==> config.mk <==
export PLATFORM = sky130hd
export DESIGN_NAME = bal_unit
export DESIGN_NICKNAME = d
export VERILOG_FILES = /design/src/logic/bal_byte_alu.v /design/src/logic/bal_word_unit.v /design/src/logic/bal_unit.v
export VERILOG_INCLUDE_DIRS = /design/src /design/src/logic
export SDC_FILE = /design/constraint.sdc
export NUM_CORES = 1
export LEC_CHECK = 0
export ABC_CLOCK_PERIOD_IN_PS = 12500
export BUFFER_PORTS_ARGS = -buffer_cell sky130_fd_sc_hd__buf_4
export CAP_MARGIN = 30
export CORE_MARGIN = 2
export CORE_UTILIZATION = 35
export CTS_CLUSTER_SIZE = 12
export DETAILED_ROUTE_END_ITERATION = 12
export PLACE_DENSITY = 0.56
export SYNTH_ARGS = -nofsm -noshare
export SYNTH_HDL_FRONTEND = slang
export SYNTH_SLANG_ARGS = --single-unit
==> constraint.sdc <==
create_clock -name clk_in -period 12.5 [get_ports clk_in]
set_input_delay 0 -clock clk_in [delete_from_list [all_inputs] [get_ports clk_in]]
set_output_delay 0 -clock clk_in [all_outputs]
set_load 0.005 [all_outputs]
==> src/logic/bal_map.vh <==
// byte arithmetic/logic unit: register offsets, fields, opcodes, counts
// assumes a 32-bit avalon-mm slave with byte addresses, one word a register
`ifndef BAL_MAP_VH
`define BAL_MAP_VH

// register byte offsets
`define BAL_OFS_DST 8'h00
`define BAL_OFS_SRC 8'h04
`define BAL_OFS_CONST 8'h08
`define BAL_OFS_HIGH 8'h0C
`define BAL_OFS_CMD 8'h10
`define BAL_OFS_FLAGS 8'h14

// status flag positions
`define BAL_F_C 0
`define BAL_F_Z 1
`define BAL_F_N 2
`define BAL_F_V 3
`define BAL_F_S 4
`define BAL_F_H 5
`define BAL_F_BUSY 6
`define BAL_F_ERR 7

// flag update masks
`define BAL_M_ZCNVH 6'h2F
`define BAL_M_ZCNVS 6'h1F
`define BAL_M_ZCNV 6'h0F
`define BAL_M_ZNV 6'h0E

// command register fields
`define BAL_CMD_OP_MSB 4
`define BAL_CMD_CONST_BIT 5

// operation codes
`define BAL_OP_ADD 5'h00
`define BAL_OP_ADD_CARRY 5'h01
`define BAL_OP_WORD_CONSTANT_SUM 5'h02
`define BAL_OP_DIFFERENCE 5'h03
`define BAL_OP_BORROW_DIFFERENCE 5'h04
`define BAL_OP_WORD_CONSTANT_DIFFERENCE 5'h05
`define BAL_OP_CONJUNCTION 5'h06
`define BAL_OP_DISJUNCTION 5'h07
`define BAL_OP_EXCLUSIVE_DISJUNCTION 5'h08
`define BAL_OP_INVERT_ALL_BITS 5'h09
`define BAL_OP_ZERO_MINUS_OPERAND 5'h0A
`define BAL_OP_SET_BITS_BY_MASK 5'h0B
`define BAL_OP_CLEAR_BITS_BY_MASK 5'h0C
`define BAL_OP_INCREMENT 5'h0D
`define BAL_OP_SUBTRACT_ONE 5'h0E
`define BAL_OP_ZERO_SIGN_CHECK 5'h0F
`define BAL_OP_ZERO_REGISTER 5'h10

// reset values and timing
`define BAL_RST_BYTE 8'h00
`define BAL_RST_FLAGS 6'h00
`define BAL_WORD_CYCLES 2

`endif

==> src/logic/bal_byte_alu.v <==
// byte_arith_logic_unit: combinational 8-bit datapath with flag outputs
// assumes the caller registers result and flags in one clock
`timescale 1ns/1ps
`include "bal_map.vh"

module bal_byte_alu (
    input wire [4:0] op_in,
    input wire [7:0] dst_in,
    input wire [7:0] opnd_in,
    input wire carry_in,
    output reg [7:0] result_out,
    output reg [5:0] flags_out,
    output reg [5:0] update_out
);

reg [7:0] a;
reg [7:0] bx;
reg cin;
reg inv;
reg [8:0] sum;
reg [4:0] half;
reg c;
reg h;
reg v;

// one shared adder; subtraction adds the inverted operand
always @*
begin
    a = dst_in;
    bx = opnd_in;
    cin = 1'b0;
    inv = 1'b0;
    update_out = `BAL_M_ZNV;
    case (op_in)
        `BAL_OP_ADD_CARRY: cin = carry_in;
        `BAL_OP_DIFFERENCE:
        begin
            bx = ~opnd_in;
            cin = 1'b1;
            inv = 1'b1;
        end
        `BAL_OP_BORROW_DIFFERENCE:
        begin
            bx = ~opnd_in;
            cin = ~carry_in;
            inv = 1'b1;
        end
        `BAL_OP_ZERO_MINUS_OPERAND:
        begin
            a = 8'h00;
            bx = ~dst_in;
            cin = 1'b1;
            inv = 1'b1;
        end
        `BAL_OP_INCREMENT: bx = 8'h01;
        `BAL_OP_SUBTRACT_ONE:
        begin
            bx = 8'hFE;
            cin = 1'b1;
            inv = 1'b1;
        end
        default: cin = 1'b0;
    endcase
    sum = {1'b0, a} + {1'b0, bx} + {8'h00, cin};
    half = {1'b0, a[3:0]} + {1'b0, bx[3:0]} + {4'h0, cin};
    c = sum[8] ^ inv; // borrow is the missing carry
    h = half[4] ^ inv;
    v = (a[7] == bx[7]) && (sum[7] != a[7]);
    result_out = sum[7:0];
    case (op_in)
        `BAL_OP_ADD, `BAL_OP_ADD_CARRY, `BAL_OP_DIFFERENCE,
        `BAL_OP_BORROW_DIFFERENCE, `BAL_OP_ZERO_MINUS_OPERAND:
            update_out = `BAL_M_ZCNVH;
        `BAL_OP_CONJUNCTION, `BAL_OP_ZERO_SIGN_CHECK:
            result_out = dst_in & opnd_in;
        `BAL_OP_DISJUNCTION, `BAL_OP_SET_BITS_BY_MASK:
            result_out = dst_in | opnd_in;
        `BAL_OP_EXCLUSIVE_DISJUNCTION, `BAL_OP_ZERO_REGISTER:
            result_out = dst_in ^ opnd_in;
        `BAL_OP_CLEAR_BITS_BY_MASK:
            result_out = dst_in & (8'hFF - opnd_in);
        `BAL_OP_INVERT_ALL_BITS:
        begin
            result_out = 8'hFF - dst_in;
            c = 1'b1; // complement always sets carry
            update_out = `BAL_M_ZCNV;
        end
        default: result_out = sum[7:0];
    endcase
    // logic results never overflow
    if ((update_out != `BAL_M_ZCNVH) && (op_in != `BAL_OP_INCREMENT) &&
        (op_in != `BAL_OP_SUBTRACT_ONE))
        v = 1'b0;
    flags_out = {h, result_out[7] ^ v, v, result_out[7],
                 result_out == 8'h00, c};
end

endmodule // bal_byte_alu

==> src/logic/bal_word_unit.v <==
// byte_arith_logic_unit: 16-bit pair plus/minus constant over two clocks
// assumes low, high, constant and direction stay put until done
`timescale 1ns/1ps
`include "bal_map.vh"

module bal_word_unit (
    input wire clk_in,
    input wire rst_in,
    input wire start_in,
    input wire sub_in,
    input wire [7:0] low_in,
    input wire [7:0] high_in,
    input wire [7:0] k_in,
    output reg done_out,
    output reg [7:0] low_out,
    output reg [7:0] high_out,
    output reg [5:0] flags_out
);

reg phase_q;
reg carry_q;
wire [8:0] lo_sum;
wire [8:0] hi_sum;
wire [15:0] res;
wire v;
wire c;

// low byte first, its carry or borrow feeds the high byte
assign lo_sum = sub_in ? {1'b0, low_in} - {1'b0, k_in}
                       : {1'b0, low_in} + {1'b0, k_in};
assign hi_sum = sub_in ? {1'b0, high_in} - {8'h00, carry_q}
                       : {1'b0, high_in} + {8'h00, carry_q};
assign res = {hi_sum[7:0], low_out};
assign v = sub_in ? (high_in[7] & ~res[15]) : (~high_in[7] & res[15]);
assign c = sub_in ? (res[15] & ~high_in[7]) : (~res[15] & high_in[7]);

// two-phase sequence, one byte a clock
always @(posedge clk_in or posedge rst_in)
begin
    if (rst_in)
    begin
        phase_q <= 1'b0;
        carry_q <= 1'b0;
        done_out <= 1'b0;
        low_out <= `BAL_RST_BYTE;
        high_out <= `BAL_RST_BYTE;
        flags_out <= `BAL_RST_FLAGS;
    end
    else
    begin
        done_out <= phase_q;
        if (start_in && !phase_q)
        begin
            low_out <= lo_sum[7:0];
            carry_q <= lo_sum[8];
            phase_q <= 1'b1;
        end
        else if (phase_q)
        begin
            high_out <= hi_sum[7:0];
            flags_out <= {1'b0, res[15] ^ v, v, res[15],
                          res == 16'h0000, c};
            phase_q <= 1'b0;
        end
    end
end

endmodule // bal_word_unit

==> src/logic/bal_unit.v <==
// byte_arith_logic_unit top: avalon-mm register slave around the datapath
// assumes one clock, async high reset, a single avalon master
`timescale 1ns/1ps
`include "bal_map.vh"

module bal_unit (
    input wire clk_in,
    input wire rst_in,
    input wire [7:0] avs_address_in,
    input wire avs_read_in,
    input wire avs_write_in,
    input wire [31:0] avs_writedata_in,
    input wire [3:0] avs_byteenable_in,
    output reg [31:0] avs_readdata_out,
    output reg avs_waitrequest_out,
    output reg busy_out,
    output reg done_out
);

// bus and operation sequencer states
localparam [2:0] ST_IDLE = 3'b001;
localparam [2:0] ST_ACK = 3'b010;
localparam [2:0] ST_WORD = 3'b100;

// software-visible registers
reg [7:0] dst_q;
reg [7:0] dst_d;
reg [7:0] src_q;
reg [7:0] src_d;
reg [7:0] const_q;
reg [7:0] const_d;
reg [7:0] high_q;
reg [7:0] high_d;
reg [5:0] cmd_q;
reg [5:0] cmd_d;
reg [5:0] flags_q;
reg [5:0] flags_d;
reg err_q;
reg err_d;

// sequencer and bus answer
reg [2:0] state_q;
reg [2:0] state_d;
reg [31:0] rdata_d;
reg wait_d;
reg done_d;
reg word_start_d;
reg word_start_q;

// datapath connections
wire [4:0] op;
wire use_const;
wire [7:0] opnd;
wire [7:0] alu_res;
wire [5:0] alu_flags;
wire [5:0] alu_upd;
wire word_done;
wire [7:0] word_lo;
wire [7:0] word_hi;
wire [5:0] word_flags;
wire word_sub;
wire lane0;
wire hit_cmd;
wire [4:0] new_op;

// keep the old flag where the operation leaves it alone
function [5:0] merge_flags;
    input [5:0] old_f;
    input [5:0] new_f;
    input [5:0] mask;
    begin
        merge_flags = (old_f & ~mask) | (new_f & mask);
    end
endfunction

// true for opcodes outside the implemented set
function op_illegal;
    input [4:0] code;
    begin
        op_illegal = code > `BAL_OP_ZERO_REGISTER;
    end
endfunction

// true for opcodes handled by the two-clock pair unit
function op_is_word;
    input [4:0] code;
    begin
        op_is_word = (code == `BAL_OP_WORD_CONSTANT_SUM) ||
                     (code == `BAL_OP_WORD_CONSTANT_DIFFERENCE);
    end
endfunction

// command currently in the command register
assign op = cmd_q[`BAL_CMD_OP_MSB:0];
assign use_const = cmd_q[`BAL_CMD_CONST_BIT];
// write data only counts when the low byte lane is enabled
assign lane0 = avs_byteenable_in[0];
assign hit_cmd = avs_write_in && lane0 &&
                 (avs_address_in == `BAL_OFS_CMD);
assign new_op = avs_writedata_in[`BAL_CMD_OP_MSB:0];

// second operand: register or constant, mask ops always use constant
assign opnd = (use_const ||
               op == `BAL_OP_SET_BITS_BY_MASK ||
               op == `BAL_OP_CLEAR_BITS_BY_MASK) ? const_q :
              (op == `BAL_OP_ZERO_SIGN_CHECK ||
               op == `BAL_OP_ZERO_REGISTER) ? dst_q : src_q;
assign word_sub = (op == `BAL_OP_WORD_CONSTANT_DIFFERENCE);

// byte datapath, result lands one clock after the command
bal_byte_alu u_byte (
    .op_in(op),
    .dst_in(dst_q),
    .opnd_in(opnd),
    .carry_in(flags_q[`BAL_F_C]),
    .result_out(alu_res),
    .flags_out(alu_flags),
    .update_out(alu_upd)
);

// pair datapath: low in destination, high in the high register
bal_word_unit u_word (
    .clk_in(clk_in),
    .rst_in(rst_in),
    .start_in(word_start_q),
    .sub_in(word_sub),
    .low_in(dst_q),
    .high_in(high_q),
    .k_in(const_q),
    .done_out(word_done),
    .low_out(word_lo),
    .high_out(word_hi),
    .flags_out(word_flags)
);

// read multiplexer, unmapped offsets read zero
always @*
begin
    case (avs_address_in)
        `BAL_OFS_DST: rdata_d = {24'h000000, dst_q};
        `BAL_OFS_SRC: rdata_d = {24'h000000, src_q};
        `BAL_OFS_CONST: rdata_d = {24'h000000, const_q};
        `BAL_OFS_HIGH: rdata_d = {24'h000000, high_q};
        `BAL_OFS_CMD: rdata_d = {26'h0000000, cmd_q};
        `BAL_OFS_FLAGS:
            rdata_d = {24'h000000, err_q, busy_out, flags_q};
        default: rdata_d = 32'h00000000;
    endcase
end

// next-state logic: bus handshake, register writes, execution
always @*
begin
    state_d = state_q;
    dst_d = dst_q;
    src_d = src_q;
    const_d = const_q;
    high_d = high_q;
    cmd_d = cmd_q;
    flags_d = flags_q;
    err_d = err_q;
    wait_d = 1'b1;
    done_d = 1'b0;
    word_start_d = 1'b0;
    case (state_q)
        ST_IDLE:
        begin
            // drop waitrequest one clock after a request appears
            if (avs_read_in || avs_write_in)
            begin
                wait_d = 1'b0;
                state_d = ST_ACK;
            end
        end
        ST_ACK:
        begin
            // the master samples waitrequest low at this edge
            state_d = ST_IDLE;
            if (avs_write_in && lane0)
            begin
                case (avs_address_in)
                    `BAL_OFS_DST: dst_d = avs_writedata_in[7:0];
                    `BAL_OFS_SRC: src_d = avs_writedata_in[7:0];
                    `BAL_OFS_CONST: const_d = avs_writedata_in[7:0];
                    `BAL_OFS_HIGH: high_d = avs_writedata_in[7:0];
                    `BAL_OFS_CMD: cmd_d = avs_writedata_in[5:0];
                    `BAL_OFS_FLAGS: flags_d = avs_writedata_in[5:0];
                    default: cmd_d = cmd_q;
                endcase
            end
            // a command write starts the operation at once
            if (hit_cmd && op_illegal(new_op))
                err_d = 1'b1; // unknown code: only the command register and error bit change
            else if (hit_cmd && op_is_word(new_op))
            begin
                err_d = 1'b0;
                word_start_d = 1'b1;
                state_d = ST_WORD;
            end
            else if (hit_cmd)
            begin
                err_d = 1'b0;
                state_d = ST_WORD; // one more clock to execute
                word_start_d = 1'b0;
            end
        end
        ST_WORD:
        begin
            // bus stays stalled while an operation is in flight
            if (op_is_word(op))
            begin
                if (word_done)
                begin
                    dst_d = word_lo;
                    high_d = word_hi;
                    flags_d = merge_flags(flags_q, word_flags,
                                          `BAL_M_ZCNVS);
                    done_d = 1'b1;
                    state_d = ST_IDLE;
                end
            end
            else
            begin
                // single-clock byte operation, test keeps its operand
                case (op)
                    `BAL_OP_ADD, `BAL_OP_ADD_CARRY:
                        dst_d = alu_res;
                    `BAL_OP_DIFFERENCE:
                        dst_d = alu_res;
                    `BAL_OP_BORROW_DIFFERENCE:
                        dst_d = alu_res;
                    `BAL_OP_CONJUNCTION:
                        dst_d = alu_res;
                    `BAL_OP_DISJUNCTION:
                        dst_d = alu_res;
                    `BAL_OP_EXCLUSIVE_DISJUNCTION:
                        dst_d = alu_res;
                    `BAL_OP_INVERT_ALL_BITS:
                        dst_d = alu_res;
                    `BAL_OP_SET_BITS_BY_MASK:
                        dst_d = alu_res;
                    `BAL_OP_CLEAR_BITS_BY_MASK:
                        dst_d = alu_res;
                    `BAL_OP_INCREMENT:
                        dst_d = alu_res;
                    `BAL_OP_SUBTRACT_ONE:
                        dst_d = alu_res;
                    `BAL_OP_ZERO_SIGN_CHECK:
                        dst_d = dst_q;
                    `BAL_OP_ZERO_REGISTER:
                        dst_d = alu_res;
                    `BAL_OP_ZERO_MINUS_OPERAND:
                        dst_d = alu_res;
                    default:
                        dst_d = dst_q;
                endcase
                flags_d = merge_flags(flags_q, alu_flags,
                                      alu_upd);
                done_d = 1'b1;
                state_d = ST_IDLE;
            end
        end
        default:
        begin
            state_d = ST_IDLE;
        end
    endcase
end

// the byte datapath covers these through the shared adder and logic:
// carry add borrow forms
// or exclusive or invert
// mask set mask clear zeroing
// negation

// state and register file
always @(posedge clk_in or posedge rst_in)
begin
    if (rst_in)
    begin
        state_q <= ST_IDLE;
        dst_q <= `BAL_RST_BYTE;
        src_q <= `BAL_RST_BYTE;
        const_q <= `BAL_RST_BYTE;
        high_q <= `BAL_RST_BYTE;
        cmd_q <= 6'h00;
        flags_q <= `BAL_RST_FLAGS;
        err_q <= 1'b0;
        word_start_q <= 1'b0;
    end
    else
    begin
        state_q <= state_d;
        dst_q <= dst_d;
        src_q <= src_d;
        const_q <= const_d;
        high_q <= high_d;
        cmd_q <= cmd_d;
        flags_q <= flags_d;
        err_q <= err_d;
        word_start_q <= word_start_d;
    end
end

// registered outputs; waitrequest idles high so nothing slips through
always @(posedge clk_in or posedge rst_in)
begin
    if (rst_in)
    begin
        avs_readdata_out <= 32'h00000000;
        avs_waitrequest_out <= 1'b1;
        busy_out <= 1'b0;
        done_out <= 1'b0;
    end
    else
    begin
        avs_waitrequest_out <= wait_d;
        if (state_q == ST_IDLE)
            avs_readdata_out <= rdata_d;
        busy_out <= (state_d == ST_WORD);
        done_out <= done_d;
    end
end

endmodule // bal_unit

==> reports/results.ini <==
[drt]
drt_wl_total_um = 20000
post-route-drc-count = 6
routedWlPerCell_um = 20.2
ant_nets = 0
drt_iter0_drc = 558
via_per_inst = 5.79
vias = 5735
firstDrtPassIters = 12

[power_and_ir_drop]
internal_power_mw = 0.510
p_per_area_nw_per_um2 = 98.7
p_comb_frac = 0.185
power.leakage_nw = 3.12
p_switching_mw = 0.197
switching_share = 0.278
p_clk_frac = 0.373
power_frac_seq = 0.442
max-vdd-ir-drop_v = 0.0000730

[grt]
grt_pass1_vias = 5294
grt_antenna_before_repair = 0
grt_overflow = 0
grt_max_degree = 74
grt_pass1_wl_um = 31200
track_usage = 0.207

[floorplan]
dieArea_um2 = 19600
core_area_um2 = 18100
die_x_um = 140
die_h_um = 140
start_util = 0.358
io_pins = 83
rows = 49

[logic_synthesis]
synthDistinctLibCells = 94
async_flop_share = 1.00
synth.cell_area_um2 = 6480
ys_seq_area_frac = 0.321
avgSynthCellArea_um2 = 8.80
ys.flop_type = dfrtp_1
netlist_instances = 736
synth-seq-cells = 83
synth_warnings = 0
synth-edff-count = 0

[clock_network]
cts_root_buf = clkbuf_16
clock_sinks = 83
clk_latency_ns = 0.35
post_cts_resized = 0
path_clk_slew_ns = 0.06
h-tree-depth = 3
clockBufferDepth = 2
cts_tree = yes
cts_buffers = 9

[timing]
rsz0062_at_grt = no
finalSetupTns_ns = 0
fin_crit_sh = 0.439
fmax_mhz = 182
tightestPinTransition_ns = 1.11
hold_viol = 0
slew_viol_final = 0
slew_headroom = 0.257
layout_min_cycle_time_ns = 5.49
setup_viol = 0
clock_skew_ns = 0.00822

[outcome]
status = complete, but fails checks
violations = design-rule violations

[cells_and_area]
n_antenna_cell = 0
nNetsFinal = 841
syn_to_final_growth_pct = 10.6
fin_area_um2 = 7170
layout-drive-gt1-share = 0.146

[place]
dp_hpwl_um = 15000
portBuffers = 31
place_area_um2 = 6740
gp_congestion = 0.943

[flow_run]
maxCapViolCount = 0

[setup_path]
path_max_fanout = 17
startpoint_type = flip-flop
end_kind = flip-flop
worst-setup-path-type = reg -> reg
required_ns = 12.75
arrival_ns = 5.75

[min_path]
hold_class = in -> reg

[what timing repair did]
item	in CTS	in global routing
hold buffers	12	0
buffers inserted	0	0
endpoints found under the hold margin	36	0
[cell type report]
| cell class | count | area (µm²) |
|---|---|---|
| tap | 229 | 287 |
| clock buffer | 11 | 243 |
| sequential | 83 | 2080 |
| multi-input combinational | 587 | 3990 |
| timing repair buffer | 50 | 425 |
| inverter | 27 | 103 |
| fill | 1841 | 10900 |
| clock inverter | 3 | 40.0 |
[worst paths after layout]
| check | startpoint | end | slack (ns) | cells after the start |
|---|---|---|---|---|
| setup / recovery | cmd_q[0] | flags_q[1] | 7.01 | 15 |
| max in group asynchronous | rst_in | avs_waitrequest_out | 11.59 | 5 |
| setup reg to reg | cmd_q[0] | flags_q[1] | 7.01 | 15 |
| min in group asynchronous | rst_in | u_word.high_out[0] | 0.11 | 3 |
| hold / removal | avs_address_in[2] | avs_readdata_out[5] | 0.06 | 4 |
| hold reg to reg | u_word.flags_out[1] | u_word.flags_out[1] | 0.50 | 2 |
[flip-flops by register name, summed over array words and instances (netlist names), 6 cells and up, named ones only]
name / flops
avs_readdata_out: 8
cmd_q: 6
const_q: 8
dst_q: 8
high_q: 8
src_q: 8
u_word.high_out: 7
u_word.low_out: 8
[power by group through the flow]
stage               combinational, mW  clock, mW  sequential, mW
global route                    0.146      0.278           0.315
CTS                             0.129      0.270           0.312
finish                          0.131      0.264           0.312
floorplan                      0.0852          0           0.305
detailed placement              0.124          0           0.317
global placement                0.123          0           0.317
[logic make-up (layout without fill, tap and decap cells)]
| kind of cell | Yosys count | after routing | synth area share |
|---|---|---|---|
| AND/OR/NAND/NOR | 244 | 244 | 0.189 |
| AO/OA/AOI/OAI | 220 | 220 | 0.241 |
| buffers and inverters | 89 | 91 | 0.0767 |
| flip-flops | 83 | 83 | 0.321 |
| multiplexers | 40 | 40 | 0.0668 |
| adder cells (fa/ha/maj) | 35 | 35 | 0.0722 |
| XOR/XNOR | 24 | 24 | 0.0324 |
| other | 1 | 24 | 0.000579 |
[routing by layer]
layer / up-vias / GRT usage / routed length, µm
met3: 48 / 0.0472 / 1590
met2: 245 / 0.304 / 8560
met5: - / 0 / 0
met1: 2733 / 0.295 / 9120
li1: 2709 / - / -
met4: 0 / 0.0840 / 741
[worst max-delay path, cell delays in order, from the launching register on]
cell and delay (ns):
dfrtp_1 0.75, nor2b_1 0.31, a22oi_1 0.19, o21ai_2 0.66
a21oi_1 0.25, a211oi_1 0.26, a21oi_1 0.10, fa_1 0.50
fa_1 0.44, a211oi_1 0.45, o21bai_1 0.13, a211oi_1 0.27
o31ai_1 0.12, a211oi_1 0.57, nand3_1 0.16, o31ai_1 0.24
[stage by stage]
step / hold slack (ns) / cells / setup slack (ns) / power [mW] / utilization
final: 0.0645 / 990 / 7.01 / 0.707 / 0.396
after global routing: 0.0970 / 990 / 6.63 / 0.739 / 0.396
after CTS: 0.0505 / 989 / 7.13 / 0.711 / 0.395
after detailed placement: -0.0701 / 963 / 7.16 / 0.441 / 0.372
after global placement: -0.0741 / 963 / 7.17 / 0.440 / 0.372
after floorplan: 0.0722 / 759 / 8.47 / 0.390 / -
[cell usage in the layout, fill, tap and decap left out, types with 9 or more instances in the layout]
cell type,count
dfrtp_1,81
xor2_1,10
dlygate4sd3_1,12
conb_1,24
inv_1,26
nor2_1,82
xnor2_1,14
mux2i_1,14
nor3_1,11
nand2_1,72
clkbuf_16,9
mux2_2,26
o21ai_0,41
nand2b_1,9
ha_1,31
a31oi_1,20
nor2b_1,11
o21a_1,11
buf_4,37
a21oi_1,44
[Yosys cell counts, drive strengths merged, types with 3 or more instances]
library cell  count  area (µm²)
a22oi             5        51.3
fa                4        80.1
nor4              4        25.0
o21ai            42         214
or3               5        36.3
mux2i            14         140
buf              42         319
o31ai             8        60.1
nor2b            11        68.8
a211o             4        35.0
dfrtp            81        2030
nand4             3        18.8
nand2b            9        56.3
nor3b             9        83.8
nand2            73         277
or2               4        27.5
a222oi            8        80.1
o221ai            3        26.3
nand3b            3        22.5
o21bai            4        30.0
a41oi             3        26.3
nand3             8        40.0
o21a             11        82.6
xor2             10        87.6
o22a              3        27.5
a211oi            8        60.1
nor3             13        81.3
ha               31         388
or4               4        33.8
a21o              3        22.5
nor2             86         352
inv              27         101
clkbuf           20        76.3
o2111ai           4        41.3
a21boi            3        22.5
o211ai            5        37.5
a31oi            22         150
a221oi            7        61.3
xnor2            14         123
mux2             26         293
a21oi            44         220
o22ai            10        88.8
No activity file was read; power rests on OpenSTA's default activity.
